`src/ssg_defines.svh`:
```
// Register offsets, field positions, reset values and widths of the secure output gate.
`ifndef SSG_DEFINES_SVH
`define SSG_DEFINES_SVH

`define SSG_OFF_CTRL 12'h000
`define SSG_OFF_MODE 12'h004
`define SSG_OFF_FUNCMAP 12'h008
`define SSG_OFF_PHYSCLS 12'h00C
`define SSG_OFF_ARM_A 12'h010
`define SSG_OFF_ARM_B 12'h014
`define SSG_OFF_STATUS 12'h018
`define SSG_OFF_FAILED 12'h01C
`define SSG_OFF_INT_STAT 12'h020
`define SSG_OFF_INT_MASK 12'h024

`define SSG_CTRL_KEYGEN 0
`define SSG_CTRL_MANUAL 1
`define SSG_CTRL_SWLOAD 2
`define SSG_CTRL_RETEST 3
`define SSG_CTRL_ZEROIZE 4

`define SSG_ST_OPER 0
`define SSG_ST_DEGR 1
`define SSG_ST_ERR 2
`define SSG_ST_TEST 3
`define SSG_ST_ZERO 4
`define SSG_ST_SWOK 5
`define SSG_ST_APPR 6
`define SSG_ST_MODE 8

`define SSG_INT_PASS 0
`define SSG_INT_FAIL 1
`define SSG_INT_FAULT 2
`define SSG_INT_MODE 3
`define SSG_INT_W 4

`define SSG_MODE_W 2
`define SSG_NMODE 4
`define SSG_FUNCMAP_RST 32'hFFFFFFFF
`define SSG_PHYSCLS_RST 4'h0

`endif

```
`src/ssg_pkg.sv`:
```
// Types shared by the secure output gate modules.
package ssg_pkg;

  // Controller states, one-hot.
  typedef enum logic [5:0] {
    SSG_START = 6'h01,
    SSG_WAIT = 6'h02,
    SSG_OPER = 6'h04,
    SSG_DEGR = 6'h08,
    SSG_ERR = 6'h10,
    SSG_ZERO = 6'h20
  } ssg_state_type;

endpackage : ssg_pkg

```
`src/ssg_gate_if.sv`:
```
// Gate controls passed from the security controller to the output gate.
`timescale 1ns/10ps
interface ssg_gate_if;
  logic data_block;
  logic secret_open;
  modport ctrl (output data_block, output secret_open);
  modport gate (input data_block, input secret_open);
endinterface : ssg_gate_if

```
`src/ssg_output_gate.sv`:
```
// Registered output gate for the data channels and the secret port.
`timescale 1ns/10ps
module ssg_output_gate #(
  parameter int NCH = 2,
  parameter int DW = 32
) (
  input wire logic mclk_i, // System clock.
  input wire logic rst_n_i, // Synchronised reset, active low.
  ssg_gate_if.gate gate, // Gate controls.
  input wire logic [NCH-1:0] ch_valid_i, // Channel data valid.
  input wire logic [NCH*DW-1:0] ch_data_i, // Channel data.
  output logic [NCH-1:0] ch_valid_o, // Gated channel valid.
  output logic [NCH*DW-1:0] ch_data_o, // Gated channel data.
  input wire logic secret_valid_i, // Secret word valid.
  input wire logic [DW-1:0] secret_data_i, // Secret word.
  output logic secret_valid_o, // Gated secret valid.
  output logic [DW-1:0] secret_data_o // Gated secret word.
);

  // ----------------------------------------------------------------
  // Channel gates
  // ----------------------------------------------------------------
  genvar c;
  generate
    for (c = 0; c < NCH; c++)
    begin : g_ch
      // A blocked channel forwards neither valid nor data.
      always_ff @(posedge mclk_i or negedge rst_n_i)
      begin
        if (!rst_n_i)
        begin
          ch_valid_o[c] <= 1'b0;
          ch_data_o[c*DW +: DW] <= '0;
        end
        else
        begin
          ch_valid_o[c] <= ch_valid_i[c] & ~gate.data_block;
          ch_data_o[c*DW +: DW] <= gate.data_block ? '0 : ch_data_i[c*DW +: DW];
        end
      end
    end
  endgenerate

  // ----------------------------------------------------------------
  // Secret port gate
  // ----------------------------------------------------------------
  // The secret leaves only on its own port and only while the gate is open.
  always_ff @(posedge mclk_i or negedge rst_n_i)
  begin
    if (!rst_n_i)
    begin
      secret_valid_o <= 1'b0;
      secret_data_o <= '0;
    end
    else
    begin
      secret_valid_o <= secret_valid_i & gate.secret_open;
      secret_data_o <= gate.secret_open ? secret_data_i : '0;
    end
  end

endmodule : ssg_output_gate

```
`src/ssg_secure_gate.sv`:
```
// Security state controller with APB registers and output gating.
//
// Local design decisions: the address map and the APB interface to the registers.
`timescale 1ns/10ps
`include "ssg_defines.svh"
module ssg_secure_gate #(
  parameter int NCH = 2,
  parameter int DW = 32,
  parameter int NF = 8
) (
  input wire logic mclk_i, // System clock, 200 MHz.
  input wire logic reset_n_i, // Asynchronous reset, active low.
  input wire logic psel, // APB select.
  input wire logic penable, // APB enable.
  input wire logic pwrite, // APB write.
  input wire logic [11:0] paddr, // APB byte address.
  input wire logic [31:0] pwdata, // APB write data.
  output logic [31:0] prdata, // APB read data.
  output logic pready, // APB ready.
  output logic pslverr, // APB error on unmapped address.
  input wire logic sec_fault_i, // Security condition lost, pin.
  output logic selftest_req_o, // Self-test start pulse.
  output logic [NF-1:0] selftest_funcs_o, // Functions to test.
  input wire logic selftest_done_i, // Self-test finished pulse.
  input wire logic selftest_integ_fail_i, // Software integrity failed.
  input wire logic [NF-1:0] selftest_fail_i, // Failed functions.
  output logic zeroize_req_o, // Erase secrets request, level.
  input wire logic zeroize_done_i, // Erasure finished pulse.
  output logic [NF-1:0] func_enable_o, // Functions allowed to run.
  output logic approved_mode_o, // Approved mode indicator.
  output logic degraded_o, // Degraded indicator.
  output logic error_o, // Error indicator.
  output logic irq_o, // Interrupt, level.
  input wire logic [NCH-1:0] ch_valid_i, // Channel data valid.
  input wire logic [NCH*DW-1:0] ch_data_i, // Channel data.
  output logic [NCH-1:0] ch_valid_o, // Gated channel valid.
  output logic [NCH*DW-1:0] ch_data_o, // Gated channel data.
  input wire logic critical_secret_valid_i, // Secret word valid.
  input wire logic [DW-1:0] critical_secret_i, // Secret word.
  output logic critical_secret_valid_o, // Gated secret valid.
  output logic [DW-1:0] critical_secret_o // Gated secret word.
);

  // ----------------------------------------------------------------
  // Parameter checks
  // ----------------------------------------------------------------
  generate
    if (NF < 1 || NF > 8 || NCH < 1 || DW < 1)
    begin : g_bad_param
      $error("ssg_secure_gate: NF must be 1..8, NCH and DW at least 1");
    end
  endgenerate

  // ----------------------------------------------------------------
  // Reset release and pin synchroniser
  // ----------------------------------------------------------------
  logic rst_meta;
  logic rst_n;
  logic fault_meta;
  logic fault_sync;

  // Reset leaves through two flip-flops.
  always_ff @(posedge mclk_i or negedge reset_n_i)
  begin
    if (!reset_n_i)
    begin
      rst_meta <= 1'b0;
      rst_n <= 1'b0;
    end
    else
    begin
      rst_meta <= 1'b1;
      rst_n <= rst_meta;
    end
  end

  // Fault pin passes two flip-flops.
  always_ff @(posedge mclk_i or negedge rst_n)
  begin
    if (!rst_n)
    begin
      fault_meta <= 1'b0;
      fault_sync <= 1'b0;
    end
    else
    begin
      fault_meta <= sec_fault_i;
      fault_sync <= fault_meta;
    end
  end

  // ----------------------------------------------------------------
  // Register bus decode
  // ----------------------------------------------------------------
  logic [4:0] ctrl;
  logic [`SSG_MODE_W-1:0] mode_sel;
  logic [31:0] funcmap;
  logic [`SSG_NMODE-1:0] physcls;
  logic arm_a;
  logic arm_b;
  logic [`SSG_INT_W-1:0] int_stat;
  logic [`SSG_INT_W-1:0] int_mask;
  logic [NF-1:0] failed;
  logic sw_ok;
  ssg_pkg::ssg_state_type state;
  logic wr;
  logic mode_chg;
  logic phys_chg;
  logic retest;
  logic zero_req;
  logic zero_to_err;
  logic [NF-1:0] mode_funcs;
  logic [`SSG_INT_W-1:0] ev;
  logic mapped;

  // Functions that a mode uses, taken from the function map.
  function automatic logic [NF-1:0] funcs_of(input logic [31:0] map,
                                             input logic [`SSG_MODE_W-1:0] m);
    logic [7:0] b;
    b = map[m*8 +: 8];
    return b[NF-1:0];
  endfunction : funcs_of

  assign wr = psel & penable & pwrite;
  assign pready = 1'b1;
  assign mapped = (paddr <= `SSG_OFF_INT_MASK) && (paddr[1:0] == 2'h0);
  assign pslverr = psel & penable & ~mapped;
  assign mode_funcs = funcs_of(funcmap, mode_sel);
  // Mode change, retest and erase requests decoded from register writes.
  assign mode_chg = wr && paddr == `SSG_OFF_MODE
                    && pwdata[`SSG_MODE_W-1:0] != mode_sel;
  assign phys_chg = physcls[pwdata[`SSG_MODE_W-1:0]] != physcls[mode_sel];
  assign retest = wr && paddr == `SSG_OFF_CTRL && pwdata[`SSG_CTRL_RETEST];
  assign zero_req = wr && paddr == `SSG_OFF_CTRL && pwdata[`SSG_CTRL_ZEROIZE];

  // Control registers written by software.
  always_ff @(posedge mclk_i or negedge rst_n)
  begin
    if (!rst_n)
    begin
      ctrl <= 5'h00;
      mode_sel <= '0;
      funcmap <= `SSG_FUNCMAP_RST;
      physcls <= `SSG_PHYSCLS_RST;
      int_mask <= '0;
    end
    else if (wr)
    begin
      case (paddr)
        `SSG_OFF_CTRL: ctrl <= {2'h0, pwdata[2:0]};
        `SSG_OFF_MODE: mode_sel <= pwdata[`SSG_MODE_W-1:0];
        `SSG_OFF_FUNCMAP: funcmap <= pwdata;
        `SSG_OFF_PHYSCLS: physcls <= pwdata[`SSG_NMODE-1:0];
        `SSG_OFF_INT_MASK: int_mask <= pwdata[`SSG_INT_W-1:0];
        default: ctrl <= ctrl;
      endcase
    end
  end

  // Two arm bits, each in its own register; erased with the secrets.
  always_ff @(posedge mclk_i or negedge rst_n)
  begin
    if (!rst_n)
    begin
      arm_a <= 1'b0;
      arm_b <= 1'b0;
    end
    else if (state == ssg_pkg::SSG_ZERO || state == ssg_pkg::SSG_ERR)
    begin
      arm_a <= 1'b0;
      arm_b <= 1'b0;
    end
    else if (wr && paddr == `SSG_OFF_ARM_A)
    begin
      arm_a <= pwdata[0];
    end
    else if (wr && paddr == `SSG_OFF_ARM_B)
    begin
      arm_b <= pwdata[0];
    end
  end

  // Read mux; status is only ever visible here and on the indicator pins.
  always_ff @(posedge mclk_i or negedge rst_n)
  begin
    if (!rst_n)
    begin
      prdata <= 32'h00000000;
    end
    else if (psel && !penable && !pwrite)
    begin
      case (paddr)
        `SSG_OFF_CTRL: prdata <= {27'h0, ctrl};
        `SSG_OFF_MODE: prdata <= {30'h0, mode_sel};
        `SSG_OFF_FUNCMAP: prdata <= funcmap;
        `SSG_OFF_PHYSCLS: prdata <= {28'h0, physcls};
        `SSG_OFF_ARM_A: prdata <= {31'h0, arm_a};
        `SSG_OFF_ARM_B: prdata <= {31'h0, arm_b};
        `SSG_OFF_STATUS: prdata <= {22'h0, mode_sel, 1'b0, approved_mode_o, sw_ok,
                                    state == ssg_pkg::SSG_ZERO,
                                    state == ssg_pkg::SSG_START
                                    || state == ssg_pkg::SSG_WAIT,
                                    error_o, degraded_o,
                                    state == ssg_pkg::SSG_OPER};
        `SSG_OFF_FAILED: prdata <= {{(32-NF){1'b0}}, failed};
        `SSG_OFF_INT_STAT: prdata <= {28'h0, int_stat};
        `SSG_OFF_INT_MASK: prdata <= {28'h0, int_mask};
        default: prdata <= 32'h00000000;
      endcase
    end
  end

  // ----------------------------------------------------------------
  // Security state machine
  // ----------------------------------------------------------------
  // Priority: fault, then erase request, then mode change, then retest.
  always_ff @(posedge mclk_i or negedge rst_n)
  begin
    if (!rst_n)
    begin
      state <= ssg_pkg::SSG_START;
      zero_to_err <= 1'b0;
    end
    else if (fault_sync && state != ssg_pkg::SSG_ZERO && state != ssg_pkg::SSG_ERR)
    begin
      state <= ssg_pkg::SSG_ZERO;
      zero_to_err <= 1'b1;
    end
    else
    begin
      case (state)
        ssg_pkg::SSG_START: state <= ssg_pkg::SSG_WAIT;
        ssg_pkg::SSG_WAIT:
        begin
          if (selftest_done_i)
          begin
            if (!selftest_integ_fail_i && (selftest_fail_i & mode_funcs) == '0)
              state <= ssg_pkg::SSG_OPER;
            else if (!selftest_integ_fail_i && (mode_funcs & ~selftest_fail_i) != '0)
              state <= ssg_pkg::SSG_DEGR;
            else
              state <= ssg_pkg::SSG_ERR;
          end
        end
        ssg_pkg::SSG_OPER, ssg_pkg::SSG_DEGR, ssg_pkg::SSG_ERR:
        begin
          if (zero_req)
          begin
            state <= ssg_pkg::SSG_ZERO;
            zero_to_err <= 1'b0;
          end
          else if (mode_chg && phys_chg)
          begin
            state <= ssg_pkg::SSG_ZERO;
            zero_to_err <= 1'b0;
          end
          else if (mode_chg || retest)
          begin
            state <= ssg_pkg::SSG_START;
          end
        end
        ssg_pkg::SSG_ZERO:
        begin
          if (zeroize_done_i)
            state <= zero_to_err ? ssg_pkg::SSG_ERR : ssg_pkg::SSG_START;
        end
        default: state <= ssg_pkg::SSG_ERR;
      endcase
    end
  end

  // Self-test outcome: integrity flag and set of failed functions.
  always_ff @(posedge mclk_i or negedge rst_n)
  begin
    if (!rst_n)
    begin
      sw_ok <= 1'b0;
      failed <= '0;
    end
    else if (state == ssg_pkg::SSG_WAIT && selftest_done_i)
    begin
      sw_ok <= ~selftest_integ_fail_i;
      failed <= selftest_fail_i & mode_funcs;
    end
  end

  // Start pulse and function list for the self-test engine.
  always_ff @(posedge mclk_i or negedge rst_n)
  begin
    if (!rst_n)
    begin
      selftest_req_o <= 1'b0;
      selftest_funcs_o <= '0;
    end
    else
    begin
      selftest_req_o <= state == ssg_pkg::SSG_START;
      selftest_funcs_o <= mode_funcs;
    end
  end

  // Status indicators and function enables.
  always_ff @(posedge mclk_i or negedge rst_n)
  begin
    if (!rst_n)
    begin
      zeroize_req_o <= 1'b0;
      func_enable_o <= '0;
      approved_mode_o <= 1'b0;
      degraded_o <= 1'b0;
      error_o <= 1'b0;
    end
    else
    begin
      zeroize_req_o <= state == ssg_pkg::SSG_ZERO;
      func_enable_o <= (state == ssg_pkg::SSG_OPER || state == ssg_pkg::SSG_DEGR)
                       ? mode_funcs & ~failed : '0;
      approved_mode_o <= state == ssg_pkg::SSG_OPER
                         || state == ssg_pkg::SSG_DEGR;
      degraded_o <= state == ssg_pkg::SSG_DEGR;
      error_o <= state == ssg_pkg::SSG_ERR;
    end
  end

  // ----------------------------------------------------------------
  // Interrupts
  // ----------------------------------------------------------------
  assign ev[`SSG_INT_PASS] = state == ssg_pkg::SSG_WAIT && selftest_done_i
                             && !selftest_integ_fail_i
                             && (selftest_fail_i & mode_funcs) == '0;
  assign ev[`SSG_INT_FAIL] = state == ssg_pkg::SSG_WAIT && selftest_done_i
                             && !ev[`SSG_INT_PASS];
  assign ev[`SSG_INT_FAULT] = fault_sync && state != ssg_pkg::SSG_ZERO
                              && state != ssg_pkg::SSG_ERR;
  assign ev[`SSG_INT_MODE] = mode_chg;

  // Sticky status; a new event wins over a write-one clear.
  always_ff @(posedge mclk_i or negedge rst_n)
  begin
    if (!rst_n)
      int_stat <= '0;
    else if (wr && paddr == `SSG_OFF_INT_STAT)
      int_stat <= (int_stat & ~pwdata[`SSG_INT_W-1:0]) | ev;
    else
      int_stat <= int_stat | ev;
  end

  assign irq_o = |(int_stat & int_mask);

  // ----------------------------------------------------------------
  // Output gate
  // ----------------------------------------------------------------
  ssg_gate_if gif ();

  assign gif.data_block = ~sw_ok
                          | (state != ssg_pkg::SSG_OPER && state != ssg_pkg::SSG_DEGR)
                          | ctrl[`SSG_CTRL_KEYGEN] | ctrl[`SSG_CTRL_MANUAL]
                          | ctrl[`SSG_CTRL_SWLOAD];
  assign gif.secret_open = arm_a & arm_b & ~gif.data_block;

  ssg_output_gate #(
    .NCH(NCH),
    .DW(DW)
  ) u_gate (
    .mclk_i(mclk_i),
    .rst_n_i(rst_n),
    .gate(gif.gate),
    .ch_valid_i(ch_valid_i),
    .ch_data_i(ch_data_i),
    .ch_valid_o(ch_valid_o),
    .ch_data_o(ch_data_o),
    .secret_valid_i(critical_secret_valid_i),
    .secret_data_i(critical_secret_i),
    .secret_valid_o(critical_secret_valid_o),
    .secret_data_o(critical_secret_o)
  );

endmodule : ssg_secure_gate

```
`config.mk`:
```
export PLATFORM = sky130hd
export DESIGN_NAME = ssg_secure_gate
export DESIGN_NICKNAME = d
export VERILOG_FILES = /design/src/ssg_pkg.sv /design/src/ssg_gate_if.sv /design/src/ssg_output_gate.sv /design/src/ssg_secure_gate.sv
export VERILOG_INCLUDE_DIRS = /design/src
export SDC_FILE = /design/constraint.sdc
export NUM_CORES = 1
export LEC_CHECK = 0
export BUFFER_PORTS_ARGS = -buffer_cell sky130_fd_sc_hd__buf_2
export CAP_MARGIN = 15
export CORE_MARGIN = 5
export CORE_UTILIZATION = 25
export DETAILED_ROUTE_END_ITERATION = 8
export GPL_TIMING_DRIVEN = 1
export PLACE_DENSITY = 0.42
export SLEW_MARGIN = 40
export SYNTH_ARGS = -nofsm -noshare
export SYNTH_HDL_FRONTEND = slang
export SYNTH_HIERARCHICAL = 1
export SYNTH_SLANG_ARGS = --single-unit
```
`constraint.sdc`:
```
create_clock -name mclk_i -period 15.95 [get_ports mclk_i]
set_input_delay 4.785 -clock mclk_i [delete_from_list [all_inputs] [get_ports mclk_i]]
set_output_delay 4.785 -clock mclk_i [all_outputs]
set_load 0.05 [all_outputs]
```
# --- Word-level counts from Yosys, hierarchy flattened ---
# Index checks and enable logic that the tools add are counted.
word_totals:
  register_bits: 223
  word_cells: 161
  input_bits: 160
classes:
  shifts: 1
  reduce_logical: 47
  n_bitwise: 26
  n_mux: 29
  magnitude_cmp: 3
  eq_ne: 25
op_table:
  columns: ["op", "count"]
  rows:
  - ["32-bit one-hot mux with 10 select lines", 1]
  - ["32-bit 2-to-1 mux", 3]
  - ["12-bit by 5-bit == test with 1-bit output, second input constant", 4]
  - ["6-bit 2-to-1 mux", 6]
  - ["32-bit by 6-bit indexed part select with 8-bit output", 1]
  - ["8-bit bitwise AND", 3]
  - ["12-bit by 4-bit == test with 1-bit output, second input constant", 2]
  - ["12-bit by 6-bit == test with 1-bit output, second input constant", 2]
  - ["6-bit one-hot mux with 4 select lines", 1]
  - ["1-bit logical AND", 21]
  - ["8-bit inverter", 2]
  - ["5-bit 2-to-1 mux", 3]
  - ["2-bit AND reduction", 7]
  - ["12-bit by 3-bit == test with 1-bit output, second input constant", 1]
  - ["12-bit by 6-bit <= comparator with 1-bit output, second input constant", 1]
  - ["12-bit zero test", 1]
  - ["1-bit 2-to-1 mux", 11]
  - ["1-bit bitwise AND", 8]
  - ["4-bit bitwise AND", 2]
  - ["8-bit zero test", 1]
  - ["8-bit 2-to-1 mux", 1]
  - ["4-bit OR", 2]
  - ["8-bit nonzero test", 1]
  - ["6-bit by 1-bit == test with 1-bit output, second input constant", 1]
  - ["28 further kinds", 45]

# --- Logic depth before layout (Yosys ltp) ---
logic_depth:
  ltp_word: 10
  depth_mapped: 9

# --- Cells and area by module ---
# Netlist, hierarchy kept.
modules_own_cells:
  columns: ["mod", "instances", "seq_area_each_um2", "area_per_inst_um2", "cells_each"]
  rows:
  - ["ssg_secure_gate", 1, 3144.3, 5798.1, 474]
  - ["ssg_output_gate", 1, 2477.4, 3174.3, 208]

# --- Worst setup path after synthesis ---
# OpenSTA, ideal clock, no wires.
synth_path:
  kind: "input -> output"
  start: "input paddr[2]"
  end: "output pslverr"
  t_arrival_ns: 6.448
  n_path_buf: 2
  t_required_ns: 11.165
  cell_stages: 6
  slack_ns: 4.717
  cell_sequence: "clkbuf_1 -> buf_1 -> o31ai_1 -> nand3_1 -> o21ai_0 -> a21oi_1"
synth_between:
  elab_chain_cells: 4
synth_rtl:
  columns: ["element", "line_no", "source"]
  rows:
  - ["start: declaration", "ssg_secure_gate.sv:16", "input wire logic [11:0] paddr,"]
  - ["12-bit by 6-bit <= comparator with 1-bit output (no line)", null, null]
  - ["1-bit logical AND", "ssg_secure_gate.sv:126", "assign mapped = (paddr <= `SSG_OFF_INT_MASK) && (paddr[1:0] == 2'h0);"]
  - ["1-bit inverter", "ssg_secure_gate.sv:127", "assign pslverr = psel & penable & ~mapped;"]
  - ["1-bit bitwise AND", "ssg_secure_gate.sv:127", null]
  - ["end: declaration", "ssg_secure_gate.sv:20", "output logic pslverr,"]
# No other way between the ends.

# --- Worst setup path after layout ---
layout_path:
  start: "input paddr[0]"
  end: "output pslverr"
layout_between:
  elab_chain_cells: 4
  word_cells_on_any_way: 5
layout_rtl:
  columns: ["element", "line_no"]
  rows:
  - ["12-bit by 6-bit <= comparator with 1-bit output (no line) / 2-bit zero test (equally long branches)", null]
  - ["1-bit logical AND (*)", "ssg_secure_gate.sv:126"]
  - ["1-bit inverter (*)", "ssg_secure_gate.sv:127"]
  - ["1-bit bitwise AND (*)", "ssg_secure_gate.sv:127"]
# Mark *: on every way between the ends. The rest lies on a longest branch, timed or not.

==> flow_summary.toml <==
[clocking]
cts_made_buffers = 27
cts_tree = "done"
cts.repair.resized = 0
clk_latency_ns = 0.53
h-tree-depth = 1
cts.sinks = 223
cts-root-buf = "clkbuf_16"
clock_path_buffers = 3
cts.hold.buffers_added = 0
path_clk_slew_ns = 0.06
cts_setup_buffers = 0

[die]
die_w_um = 199.4
core-area_sq_mm = 0.03548
start_util = 0.2529
ios = 315
die_h_um = 199.4
rows = 69
die_area_sq_mm = 0.03978

[synthesis]
syn-cell-area_sq_mm = 0.008972
yosys.cell_types.count = 73
yosysMostFrequentCell = "dfrtp_1"
seq_area_frac_synth = 0.6266
synth_top_area_cell = "dfrtp_1"
netlist_top_cells_count = "dfrtp_1 (190), nor2b_1 (68), nand2_1 (50), mux2_2 (44), and2_1 (34)"
synth-seq-cells = 223
synth_edf_count = 0
avgSynthCellArea_sq_um = 13.16
synth-main-ff-cell = "dfrtp_1"
ys_warn_count = 6
async_flop_share = 1.000
synthCells = 682
synth_area_leaders = "dfrtp_1 (53%), dfstp_2 (9.7%), mux2_2 (5.5%), nor2b_1 (4.7%), and2_1 (2.4%)"
yosys.area.top_type_share = 0.5299

[global_routing]
grt_pass1_wl_mm = 42.39
grt_pass1_vias = 6860
grt.overflow.total = 0
grt_start_max_net_pins = 68
grt_usage = 0.1367
antenna_found_initial = 4

[worst_hold_path]
hp-class = "flop to asynchronous set/reset pin"

[worst_setup_path]
worst_ep_arrival_time_ns = 6.21
cp-end-kind = "output port"
slowest_delay_ns = 0.43
path_buf_inv = 2
crit_type = "input port to output port"
crit_family = "simple AND/OR/NAND/NOR gates"
crit_path_cell_trace = "buf_2, nor2_1, nand4_1, o21ai_0, a21oi_1, buf_2"
crit_fanout = 7
crit_start = "paddr[0]"
critPathRequiredTime_ns = 11.17
crit_slowest_cell = "nor2_1"
worst_path_most_repeated_cell = "buf_2"
worstSetupStartpointType = "input port"
reg2reg_from = "mode_sel[1]"

[finish]
area_growth_pct = 32.90
fillers = 3653
nets = 1155
final_layout_size_suffix_gt1_frac = 0.4715
design_area_sq_mm = 0.01192

[sta]
rsz0062_at_grt = "false"
fin_crit_sh = 0.6893
hold_viol = 0
setup_tns_ns = 0
skew_ns = 0.01196
fmax_mhz = 90.96
finalSetupViolations = 0
min_period_ns = 10.99
relSlewSlack = 0.5147
worst_pin_slew_ns = 0.7178
slew_violations = 0

[run_status]
status = "finished, final reports clean"

[detailed_routing]
drt_iter0_drc = 334
postRouteAntennaNets = 0
vias = 6414
wl_per_cell_um = 19.05
totalWireLength_mm = 28.20
drc = 0
via_per_inst = 4.334
dr.pass1.iters = 4

[job]
maxCapViolCount = 0

[placed_design]
place.gp.congestion = 0.8040
port_buffers = 313
placed_area_sq_mm = 0.01093
dp_hpwl_mm = 20.90

[power]
ir_drop_mv = 0.08509
power_leakage_nw = 6.003
p_per_area_mw_per_mm2 = 116.6
-- final cells by class --
type                       instances  area (sq um)  share of cell area
inverter                           7         26.28            0.002204
tap                              461         576.8             0.04837
antenna                            3         7.507           0.0006296
multi-input combinational        415          3080              0.2583
sequential                       223          5627              0.4719
clock inverter                    15         210.2             0.01763
clock buffer                      35         745.7             0.06254
timing repair buffer             321          1650              0.1384
-- metrics by stage --
step | cells | util | worst slack (ns) | hold slack [ns] | total power, mW
2_1_floorplan | 683 | - | 4.717 | 0.3312 | 0.6943
5_1_grt | 1478 | 0.3359 | 4.804 | 0.3544 | 1.456
6_report | 1480 | 0.3360 | 4.956 | 0.2975 | 1.391
4_1_cts | 1476 | 0.3351 | 4.977 | 0.3258 | 1.418
3_3_place_gp | 1426 | 0.3078 | 5.040 | 0.3255 | 0.7458
3_5_place_dp | 1426 | 0.3081 | 4.995 | 0.3189 | 0.7455
-- cell families (layout without fill, tap and decap cells) --
kind of cell	Yosys count	in the layout	share of synthesized area
buf+inv	45	378	0.03166
flops	223	223	0.6266
xor+xnor	7	7	0.006833
other cells	1	5	0.0004180
simple gates	234	234	0.1510
fa+ha+maj	1	1	0.001255
compound gates	100	100	0.08409
mux	71	71	0.09817
-- power by group --
part	internal, mW	switching, mW	leakage (nW)
logic	0.0536	0.0846	2.57
registers	0.579	0.0173	2.96
clock network	0.411	0.246	0.473
total	1.04	0.348	6.00
-- cells in the final DEF (no fill, tap or decap), types with 5 or more instances in the layout --
master	netlist	final
clkbuf_16	0	27
nand3_1	10	10
clkinv_2	0	7
o21ai_1	6	6
nor3_1	6	6
a21oi_1	5	5
bufinv_16	0	5
nor2_1	23	23
a22oi_1	5	5
nor2b_1	68	68
dfstp_2	33	33
dfrtp_1	190	188
o21ai_0	27	27
mux4_2	6	6
mux2i_1	17	17
buf_2	10	313
nand2_1	50	49
and2_1	34	34
inv_1	7	7
xor2_1	5	5
mux2_2	44	44
nor3b_1	10	9
a22o_1	22	22
-- worst paths after layout --
path | depth (start not counted) | slack [ns] | to
worst max-delay path | 6 | 4.96 | pslverr
min in group mclk_i | 0 | 0.35 | rst_n
worst min register to register | 0 | 0.30 | u_gate/ch_data_o[16]
worst max register to register | 5 | 13.42 | state[2]
worst min-delay path | 0 | 0.30 | u_gate/ch_data_o[16]
max in group asynchronous | 1 | 11.81 | rst_n
-- sequential cells by signal, summed over array words and instances, names as in the netlist, 2 cells and up --
signal / flops
u_gate/ch_data_o: 64
funcmap: 32
prdata: 32
u_gate/secret_data_o: 32
failed: 8
func_enable_o: 8
selftest_funcs_o: 8
state: 6
int_mask: 4
int_stat: 4
physcls: 4
ctrl: 3
mode_sel: 2
u_gate/ch_valid_o: 2
-- per-layer routing --
layer | wire length, um | vias to the layer above | track usage
li1 | - | 3014 | -
met1 | 11650 | 3188 | 0.1776
met2 | 14220 | 185 | 0.2301
met3 | 1960 | 25 | 0.03659
met4 | 365 | 2 | 0.03069
met5 | 7 | - | 0
(Power assumes the default switching activity.)
